<file path="src/common/rx_frame_pkg.sv">
// constants and carrier types for the receive indication framer
// assumes a 32-bit apb master and a radio side on the same clock
package rx_frame_pkg;
    // frame bytes
    localparam logic [7:0] START_BYTE = 8'h7e;
    localparam logic [7:0] FRAME_TYPE = 8'h90;
    localparam logic [7:0] SUM_BASE = 8'hff;
    localparam logic [7:0] FMT_STANDARD = 8'h00;
    // bytes from type code through options byte
    localparam logic [15:0] FIXED_LEN = 16'h000c;
    // byte positions inside the fixed head
    localparam logic [3:0] POS_START = 4'h0;
    localparam logic [3:0] POS_LEN_HI = 4'h1;
    localparam logic [3:0] POS_LEN_LO = 4'h2;
    localparam logic [3:0] POS_TYPE = 4'h3;
    localparam logic [3:0] POS_LONG = 4'h4;
    localparam logic [3:0] POS_SHORT_HI = 4'hc;
    localparam logic [3:0] POS_SHORT_LO = 4'hd;
    localparam logic [3:0] POS_OPTS = 4'he;
    // register byte addresses
    localparam logic [7:0] REG_FORMAT = 8'h00;
    localparam logic [7:0] REG_STATUS = 8'h04;
    localparam logic [7:0] REG_MASK = 8'h08;
    localparam logic [7:0] REG_FRAMES = 8'h0c;
    localparam logic [7:0] REG_STATE = 8'h10;
    // status and mask bits
    localparam int EV_SENT = 0;
    localparam int EV_DROP = 1;
    localparam int EV_W = 2;
    // reset values
    localparam logic [7:0] FORMAT_RST = 8'h00;
    localparam logic [1:0] MASK_RST = 2'h0;
    localparam logic [15:0] FRAMES_RST = 16'h0000;

    typedef struct packed {
        logic [1:0] delivery;   // 01 p2mp, 10 directed bcast, 11 mesh
        logic app_secure;
        logic secure_session;
        logic reserved;
        logic all_pan_bcast;
        logic bcast;
        logic acked;
    } rx_opts_t;

    typedef struct packed {
        logic [63:0] src_long;
        logic [15:0] src_short;
        rx_opts_t opts;
        logic [15:0] pay_len;
    } rx_hdr_t;

    typedef struct packed {
        logic psel;
        logic penable;
        logic pwrite;
        logic [7:0] paddr;
        logic [31:0] pwdata;
    } apb_req_t;
endpackage

</file>
<file path="src/logic/rx_packet_frame_builder.sv">
// serial receive indication framer with apb registers and interrupt
// assumes radio header, payload and host byte sink share sys_clk_in
// Functional notes
// - frame only while output_format_select equals zero (standard format).
// - byte zero of every frame is the start marker.
// - bytes one and two count bytes between length and checksum.
// - byte three is the type code 0x90.
// - bytes four to eleven carry the sender long address.
// - bytes twelve and thirteen carry the sender short address.
// - options bit 0 acknowledged, bit 1 broadcast.
// - options bit 2 all-pan broadcast, bit 3 reserved zero.
// - options bit 4 secure session, bit 5 application encryption.
// - options bits 7:6 give the delivery method.
// - option flags combine; each bit decoded on its own.
// - payload from byte fifteen, passed unchanged.
// - last byte is 0xff minus low byte of sum from byte three.
`timescale 1ns/10ps
module rx_packet_frame_builder (
    input wire logic sys_clk_in,                  // 100 mhz clock
    input wire logic reset_n_in,                  // async reset, low
    input wire rx_frame_pkg::apb_req_t apb_in,    // apb request bundle
    output logic [31:0] prdata_out,               // apb read data
    output logic pready_out,                      // apb ready
    output logic pslverr_out,                     // apb unmapped address
    input wire logic hdr_valid_in,                // packet header valid
    input wire rx_frame_pkg::rx_hdr_t hdr_in,     // packet header
    output logic hdr_ready_out,                   // header taken
    input wire logic pay_valid_in,                // payload byte valid
    input wire logic [7:0] pay_data_in,           // payload byte
    output logic pay_ready_out,                   // payload byte taken
    output logic tx_valid_out,                    // frame byte valid
    output logic [7:0] tx_data_out,               // frame byte
    input wire logic tx_ready_in,                 // host sink ready
    output logic irq_out                          // level interrupt
);
    // drop state swallows a packet in a non-standard format
    typedef enum logic [2:0] {
        ST_IDLE, ST_HEAD, ST_BODY, ST_SUM, ST_DROP
    } state_t;

    // frame progress and the captured header
    state_t state;
    rx_frame_pkg::rx_hdr_t hdr;
    logic [7:0] fmt;
    logic [3:0] idx;
    logic [15:0] remain;
    logic [7:0] sum;
    logic [7:0] out_byte;
    logic out_valid;
    logic [1:0] status;
    logic [1:0] mask;
    logic [15:0] frames;
    // handshake and next byte helpers
    logic adv;
    logic hdr_take;
    logic pay_take;
    logic load;
    logic [7:0] next_byte;
    logic [1:0] events;
    logic [1:0] clr;
    logic apb_wr;
    logic apb_setup;

    // options byte with the reserved bit forced low
    function automatic logic [7:0] opts_byte(
        input rx_frame_pkg::rx_opts_t o
    );
        rx_frame_pkg::rx_opts_t v;
        v = o;
        v.reserved = 1'b0;
        return v;
    endfunction

    // byte of the fixed head at a given position
    function automatic logic [7:0] head_byte(
        input rx_frame_pkg::rx_hdr_t h,
        input logic [3:0] pos
    );
        logic [15:0] len;
        logic [2:0] lb;
        logic [7:0] b;
        len = 16'(rx_frame_pkg::FIXED_LEN + h.pay_len);
        lb = 3'(pos - rx_frame_pkg::POS_LONG);
        b = 8'h00;
        unique case (pos)
            rx_frame_pkg::POS_START: b = rx_frame_pkg::START_BYTE;
            rx_frame_pkg::POS_LEN_HI: b = len[15:8];
            rx_frame_pkg::POS_LEN_LO: b = len[7:0];
            rx_frame_pkg::POS_TYPE: b = rx_frame_pkg::FRAME_TYPE;
            rx_frame_pkg::POS_SHORT_HI: b = h.src_short[15:8];
            rx_frame_pkg::POS_SHORT_LO: b = h.src_short[7:0];
            rx_frame_pkg::POS_OPTS: b = opts_byte(h.opts);
            default: begin
                if (pos >= rx_frame_pkg::POS_LONG) begin
                    b = h.src_long[8 * (7 - int'(lb)) +: 8];
                end
            end
        endcase
        return b;
    endfunction

    // handshakes; a byte moves on whenever the sink slot is free
    assign adv = !out_valid || tx_ready_in;
    assign hdr_ready_out = (state == ST_IDLE);
    assign hdr_take = hdr_valid_in && hdr_ready_out;
    assign pay_ready_out = (state == ST_BODY && adv) || state == ST_DROP;
    assign pay_take = pay_valid_in && pay_ready_out;
    assign load = adv && (state == ST_HEAD || state == ST_SUM ||
                          (state == ST_BODY && pay_valid_in));
    assign tx_valid_out = out_valid;
    assign tx_data_out = out_byte;

    // value of the byte loaded next
    always_comb begin
        next_byte = 8'h00;
        unique case (state)
            ST_HEAD: next_byte = head_byte(hdr, idx);
            ST_BODY: next_byte = pay_data_in;
            ST_SUM: next_byte = 8'(rx_frame_pkg::SUM_BASE - sum);
            ST_IDLE, ST_DROP: next_byte = 8'h00;
        endcase
    end

    // frame sequencer; packets in other formats are drained unseen
    always_ff @(posedge sys_clk_in or negedge reset_n_in) begin
        if (!reset_n_in) begin
            state <= ST_IDLE;
            hdr <= '0;
            idx <= 4'h0;
            remain <= 16'h0000;
            sum <= 8'h00;
        end else begin
            unique case (state)
                ST_IDLE: begin
                    if (hdr_take) begin
                        hdr <= hdr_in;
                        remain <= hdr_in.pay_len;
                        idx <= rx_frame_pkg::POS_START;
                        sum <= 8'h00;
                        if (fmt == rx_frame_pkg::FMT_STANDARD) begin
                            state <= ST_HEAD;
                        end else if (hdr_in.pay_len != 16'h0000) begin
                            state <= ST_DROP;
                        end
                    end
                end
                ST_HEAD: begin
                    if (adv) begin
                        idx <= 4'(idx + 4'h1);
                        if (idx >= rx_frame_pkg::POS_TYPE) begin
                            sum <= 8'(sum + next_byte);
                        end
                        if (idx == rx_frame_pkg::POS_OPTS) begin
                            state <= (remain == 16'h0000) ? ST_SUM : ST_BODY;
                        end
                    end
                end
                ST_BODY: begin
                    if (pay_take) begin
                        sum <= 8'(sum + pay_data_in);
                        remain <= 16'(remain - 16'h0001);
                        if (remain == 16'h0001) begin
                            state <= ST_SUM;
                        end
                    end
                end
                ST_SUM: begin
                    if (adv) begin
                        state <= ST_IDLE;
                    end
                end
                // radio side keeps moving while nothing is sent
                ST_DROP: begin
                    if (pay_take) begin
                        remain <= 16'(remain - 16'h0001);
                        if (remain == 16'h0001) begin
                            state <= ST_IDLE;
                        end
                    end
                end
            endcase
        end
    end

    // one-byte output stage; held until the sink takes it
    always_ff @(posedge sys_clk_in or negedge reset_n_in) begin
        if (!reset_n_in) begin
            out_byte <= 8'h00;
            out_valid <= 1'b0;
        end else if (load) begin
            out_byte <= next_byte;
            out_valid <= 1'b1;
        end else if (tx_ready_in) begin
            out_valid <= 1'b0;
        end
    end

    // sticky events; a set in the clearing cycle wins
    // sent is raised at checksum load, not at its acceptance
    assign events[rx_frame_pkg::EV_SENT] = (state == ST_SUM) && adv;
    assign events[rx_frame_pkg::EV_DROP] =
        hdr_take && (fmt != rx_frame_pkg::FMT_STANDARD);
    assign apb_wr = apb_in.psel && apb_in.penable && apb_in.pwrite;
    assign apb_setup = apb_in.psel && !apb_in.penable;
    assign clr = (apb_wr && apb_in.paddr == rx_frame_pkg::REG_STATUS) ?
                 apb_in.pwdata[1:0] : 2'h0;
    always_ff @(posedge sys_clk_in or negedge reset_n_in) begin
        if (!reset_n_in) begin
            status <= 2'h0;
        end else begin
            status <= (status & ~clr) | events;
        end
    end
    assign irq_out = |(status & mask);

    // count of frames whose checksum byte has been loaded for the host
    always_ff @(posedge sys_clk_in or negedge reset_n_in) begin
        if (!reset_n_in) begin
            frames <= rx_frame_pkg::FRAMES_RST;
        end else if (events[rx_frame_pkg::EV_SENT]) begin
            frames <= 16'(frames + 16'h0001);
        end
    end

    // writable registers; format change only affects the next header
    always_ff @(posedge sys_clk_in or negedge reset_n_in) begin
        if (!reset_n_in) begin
            fmt <= rx_frame_pkg::FORMAT_RST;
            mask <= rx_frame_pkg::MASK_RST;
        end else if (apb_wr) begin
            if (apb_in.paddr == rx_frame_pkg::REG_FORMAT) begin
                fmt <= apb_in.pwdata[7:0];
            end
            if (apb_in.paddr == rx_frame_pkg::REG_MASK) begin
                mask <= apb_in.pwdata[1:0];
            end
        end
    end

    // read data and error sampled in setup so access has no wait
    assign pready_out = 1'b1;
    always_ff @(posedge sys_clk_in or negedge reset_n_in) begin
        if (!reset_n_in) begin
            prdata_out <= 32'h0000_0000;
            pslverr_out <= 1'b0;
        end else if (apb_setup) begin
            prdata_out <= 32'h0000_0000;
            pslverr_out <= 1'b0;
            unique case (apb_in.paddr)
                rx_frame_pkg::REG_FORMAT: prdata_out[7:0] <= fmt;
                rx_frame_pkg::REG_STATUS: prdata_out[1:0] <= status;
                rx_frame_pkg::REG_MASK: prdata_out[1:0] <= mask;
                rx_frame_pkg::REG_FRAMES: prdata_out[15:0] <= frames;
                rx_frame_pkg::REG_STATE:
                    prdata_out[0] <= (state != ST_IDLE);
                // unmapped reads answer zero and flag an error
                default: pslverr_out <= 1'b1;
            endcase
        end
    end
endmodule

</file>
<file path="config.mk">
export PLATFORM = sky130hd
export DESIGN_NAME = rx_packet_frame_builder
export DESIGN_NICKNAME = d
export VERILOG_FILES = /design/src/common/rx_frame_pkg.sv /design/src/logic/rx_packet_frame_builder.sv
export SDC_FILE = /design/constraint.sdc
export NUM_CORES = 1
export LEC_CHECK = 0
export BUFFER_PORTS_ARGS = -buffer_cell sky130_fd_sc_hd__buf_2
export CAP_MARGIN = 20
export CORE_MARGIN = 3
export CORE_UTILIZATION = 50
export DETAILED_ROUTE_END_ITERATION = 12
export GPL_ROUTABILITY_DRIVEN = 0
export PLACE_DENSITY = 0.74
export REMOVE_ABC_BUFFERS = 1
export SETUP_SLACK_MARGIN = 0.4
export SYNTH_ARGS = -nofsm -noshare
export SYNTH_HDL_FRONTEND = slang
export SYNTH_SLANG_ARGS = --single-unit
</file>
<file path="constraint.sdc">
create_clock -name sys_clk_in -period 6.7 [get_ports sys_clk_in]
set_input_delay 1.34 -clock sys_clk_in [delete_from_list [all_inputs] [get_ports sys_clk_in]]
set_output_delay 1.34 -clock sys_clk_in [all_outputs]
set_load 0.005 [all_outputs]
</file>
# == After elaboration in Yosys (flattened, before gate mapping) ==
# Index checks and enable logic that the tools add are counted.
# totals
regBits,188
input_bits,160
output_inout_bits,46
# classes
addsub,9
magnitude_cmp,2
n_eq_ne,26
n_shift,1
muxes,34
bitwise,4
reduce_logical,40
# op_table
cell,count
$shiftx 64x7->8,1
$pmux 8 s7,1
$mux 8,6
$mux 16,2
$pmux 16 s2,1
$pmux 8 s4,1
$mux 3,10
$pmux 8 s3,1
$add 16x1->16 const B,1
$add 4x16->16 const A,1
$add 8x8->8,2
$eq 16x1->1 const B,1
$eq 8x4->1 const B,2
$logic_not 16->1,1
$logic_not 8->1,2
$reduce_bool 16->1,1
$sub 16x1->16 const B,1
$pmux 3 s5,1
$eq 4x4->1 const B,3
$ne 2x1->1 const B,6
$pmux 6 s2,1
$logic_and 1x1->1,11
$reduce_and 9->1,1
$eq 4x2->1 const B,2
35 further kinds,56

# == Logic depth before layout (Yosys ltp) ==
# depth
depth_word,10
mapped_depth,20
mapped_depth_nobuf,18

# == Worst setup path before layout ==
# Ideal clock, no wire load.
# synth_path
kind,reg2reg
startpoint,register idx[1]
endpoint,register sum[7]
setup_ns,0.087
arrival_ns,4.305
required_ns,6.613
slack_ns,2.309
stages_incl_launch_ff,20
path_buffers,3
period_less_slack_ns,4.391
cell_sequence,dfrtp_1 > clkbuf_1 > clkbuf_1 > inv_1 > ha_1 > clkbuf_1 > nor3_1 > a211oi_1 > a31oi_1 > a221o_1 > a21oi_1 > o32ai_1 > ha_1 > a21o_1 > a21oi_1 > o21bai_1 > a2111o_1 > a22o_1 > and2_1 > o211ai_1
# synth_between
elab_chain_len,10
# synth_lines
element,line,source
"start, declared",rx_packet_frame_builder.sv:45,logic [3:0] idx;
"start signal, assigned",rx_packet_frame_builder.sv:138,idx <= rx_frame_pkg::POS_START;
"start signal, assigned",rx_packet_frame_builder.sv:149,idx <= 4'(idx + 4'h1);
$sub 3x3->3,rx_packet_frame_builder.sv:83,lb = 3'(pos - rx_frame_pkg::POS_LONG);
$sub 3x3->4,rx_packet_frame_builder.sv:95,b = h.src_long[8 * (7 - int'(lb)) +: 8];
$shiftx 64x7->8,rx_packet_frame_builder.sv:95,
$mux 8,rx_packet_frame_builder.sv:94,if (pos >= rx_frame_pkg::POS_LONG) begin
$pmux 8 s7,rx_packet_frame_builder.sv:85,unique case (pos)
$pmux 8 s4,rx_packet_frame_builder.sv:116,unique case (state)
$add 8x8->8,rx_packet_frame_builder.sv:151,sum <= 8'(sum + next_byte);
$mux 8,rx_packet_frame_builder.sv:150,if (idx >= rx_frame_pkg::POS_TYPE) begin
$mux 8,rx_packet_frame_builder.sv:148,if (adv) begin
$pmux 8 s3,rx_packet_frame_builder.sv:133,unique case (state)
"end signal, assigned",rx_packet_frame_builder.sv:151,
"end signal, assigned",rx_packet_frame_builder.sv:160,sum <= 8'(sum + pay_data_in);
"end, declared",rx_packet_frame_builder.sv:47,logic [7:0] sum;
# Several ways; a longest one is shown, not always the timed one. The select of a mux whose other input is x is not followed.
# A chain may end at the register's enable or synchronous reset.

# == Worst setup path after layout ==
# layout_path
startpoint,register idx[0]
endpoint,register sum[7]
# Same word-level chain as after synthesis.

==> out/metrics.yaml <==
vias_per_cell: 5.412
cts_root_buf: "clkbuf_16"
synth_area_um2: 9649
num_vias: 7928
drv_slew: 0
rsz0062_at_grt: "no"
yosys_register_bits: 188
cts_resized: 0
cts-buffers-inserted: 17
r2r_start: "idx[0]"
final.setup_skew_ns: 0.01345
port_buffers: 163
routedWlPerCell_um: 15.84
syn_area_per_cell_um2: 9.094
post-place-cells: 1433
synth_edf_count: 0
dpl_worst_slack_ns: 2.134
clk_pin_slew_ns: 0.07
final_common_cell: "nand2_1"
finalCriticalPeriod_ns: 4.652
syn_inst: 1061
reg2reg_setup_slack_ns: 2.05
die_w_um: 144.9
cp-startpoint: "idx[0]"
layout-drive-gt1-share: 0.2083
cts_tree: "built"
core_um2: 18830
path_max_fanout: 22
cts.path.max_buffers: 2
drt_wl_total_um: 23200
dieHeight_um: 144.9
total_leakage_power_nw: 5.463
ant_nets: 0
setup_viol: 0
nets: 1368
h-tree-depth: 4
antenna_found_initial: 1
timing.fmax_ghz: 0.2150
slew_headroom: 0.2862
die_area_um2: 21000
reg2reg_to: "sum[7]"
cp-start-kind: "flop"
post_cts_buffers: 0
syn_to_final_growth_pct: 15.00
hold_end: "hdr[77]"
start_util: 0.5124
fill_cells: 1655
drc_errors: 0
tightestPinTransition_ns: 1.071
finalNonFillerCells: 1465
grt_use_total: 0.2254
synthArstFlopShare: 1.000
cp.arrival_ns: 5.01
status: "completed"
power_density_nw_per_um2: 425.3
drtPass1Iterations: 6
required_ns: 7.05
hp-class: "reg -> reg"
whs_path_depth: 2
dp_hpwl_um: 16120
final_cell_mix: "nand2_1 (371), dfrtp_1 (188), buf_2 (162), o21ai_0 (55), nor2_1 (43)"
io_pins: 206
grt_pass1_wl_um: 38900
clk_latency_ns: 0.43
rr_worst_depth: 17
hold_viol: 0
grt_max_degree: 112
fin_ws_ns: 2.048
synthDistinctLibCells: 66
min_from: "hdr[77]"
drtIter0Drc: 553
maxCapViolCount: 0
ir_drop_mv: 0.2458
crit_type: "reg -> reg"
clock-sinks: 188
holdBufCountCts: 0
rows: 50
ys_warn_count: 0
ys_seq_area_frac: 0.4876
grt_pass1_vias: 7788
diodes: 0
grt.overflow.total: 0
end_kind: "flop"
period_share: 0.6943
dominantRegCellSynth: "dfrtp_1"
## per-stage QoR
step / util / TNS [ns] / hold slack [ns] / total power [mW] / area, µm²
after floorplan: - / -76.02 / 0.4403 / 3.155 / 9296
after global placement: 0.5575 / 0 / 0.4527 / 3.640 / 10500
after detailed placement: 0.5583 / 0 / 0.4583 / 3.716 / 10510
after CTS: 0.5893 / 0 / 0.4754 / 4.750 / 11100
after global routing: 0.5893 / 0 / 0.5018 / 5.100 / 11100
final: 0.5893 / 0 / 0.4705 / 4.720 / 11100
## state kept, by name (all words and copies together) (netlist names)
name / count
fmt: 8
frames: 16
hdr: 103
idx: 4
mask: 2
prdata_out: 16
pslverr_out: 1
remain: 16
state: 3
status: 2
sum: 8
tx_data_out: 8
tx_valid_out: 1
## how the worst max path moves through the flow
stage                            end  cells after the start
after global placement        sum[7]                     17
after detailed placement      sum[7]                     17
final                         sum[7]                     17
after CTS                     sum[7]                     17
after global routing          sum[7]                     17
after floorplan           remain[10]                      5
## synth_stat cells, types with 4 or more instances
cell type,count,area share
buf_2,5,0.0026
nor3_1,21,0.011
or3_1,4,0.0026
a22oi_1,15,0.012
xnor2_1,23,0.021
buf_6,5,0.0058
nand2b_1,10,0.0065
or2_2,4,0.0026
mux4_2,17,0.040
nor2b_1,4,0.0026
o21ai_0,55,0.029
dfrtp_1,188,0.49
buf_4,18,0.014
o32ai_1,7,0.0064
clkbuf_1,43,0.017
inv_1,19,0.0074
a221oi_1,7,0.0064
nor2_1,43,0.017
a21oi_1,35,0.018
nand2_1,371,0.14
ha_1,15,0.019
a22o_1,9,0.0082
o22ai_1,8,0.0052
a21o_1,5,0.0039
mux2i_1,4,0.0041
nand4_1,13,0.0084
nor4_1,5,0.0032
xor2_1,11,0.010
a211oi_1,6,0.0047
mux2_2,18,0.021
nand3_1,13,0.0067
## per-layer routing
layer / vias up / track usage / share of wire
met2: 242 / 0.3533 / 0.47
li1: 3860 / - / -
met5: - / 0 / 0.00056
met1: 3801 / 0.3199 / 0.46
met3: 23 / 0.04435 / 0.059
met4: 2 / 0.07078 / 0.017
## kinds of logic after synthesis
logic type               after synthesis  share of synthesized area
XOR/XNOR                              34                    0.03086
adder cells (fa/ha/maj)               16                    0.02152
multiplexers                          39                    0.06483
other                                  2                  0.0007783
AND/OR/NAND/NOR                      507                     0.2206
buffers and inverters                 94                    0.05018
flip-flops                           188                     0.4876
AO/OA/AOI/OAI                        181                     0.1237
## power by group
part	switching, mW	internal, mW	total [mW]
Combinational	1.07	0.786	1.86
Sequential	0.319	1.54	1.86
Clock	0.460	0.544	1.00
## worst max-delay path, stage by stage, from the launching register on
cell and delay [ns]:
dfrtp_1 0.32, buf_4 0.36, inv_1 0.12, ha_1 0.38, nor3_1 0.41, a211oi_1 0.09, a31oi_1 0.46, a221o_1 0.19
a21oi_1 0.06, o32ai_1 0.44, ha_1 0.31, a21o_1 0.15, a21oi_1 0.21, o21bai_1 0.12, a2111o_1 0.43, a22o_1 0.22
and2_1 0.15, o211ai_1 0.14
## final cells by class
type                    instances  area (µm²)  area share
well taps                     260       325.3     0.02932
clock buffers                  20       456.7     0.04115
repair buffers                171       882.1     0.07949
clock inverters                12       126.4     0.01139
inverters                      20       75.07    0.006765
multi-input cells             794        4527      0.4079
flip-flops and latches        188        4705      0.4239
(Power assumes the default switching activity.)
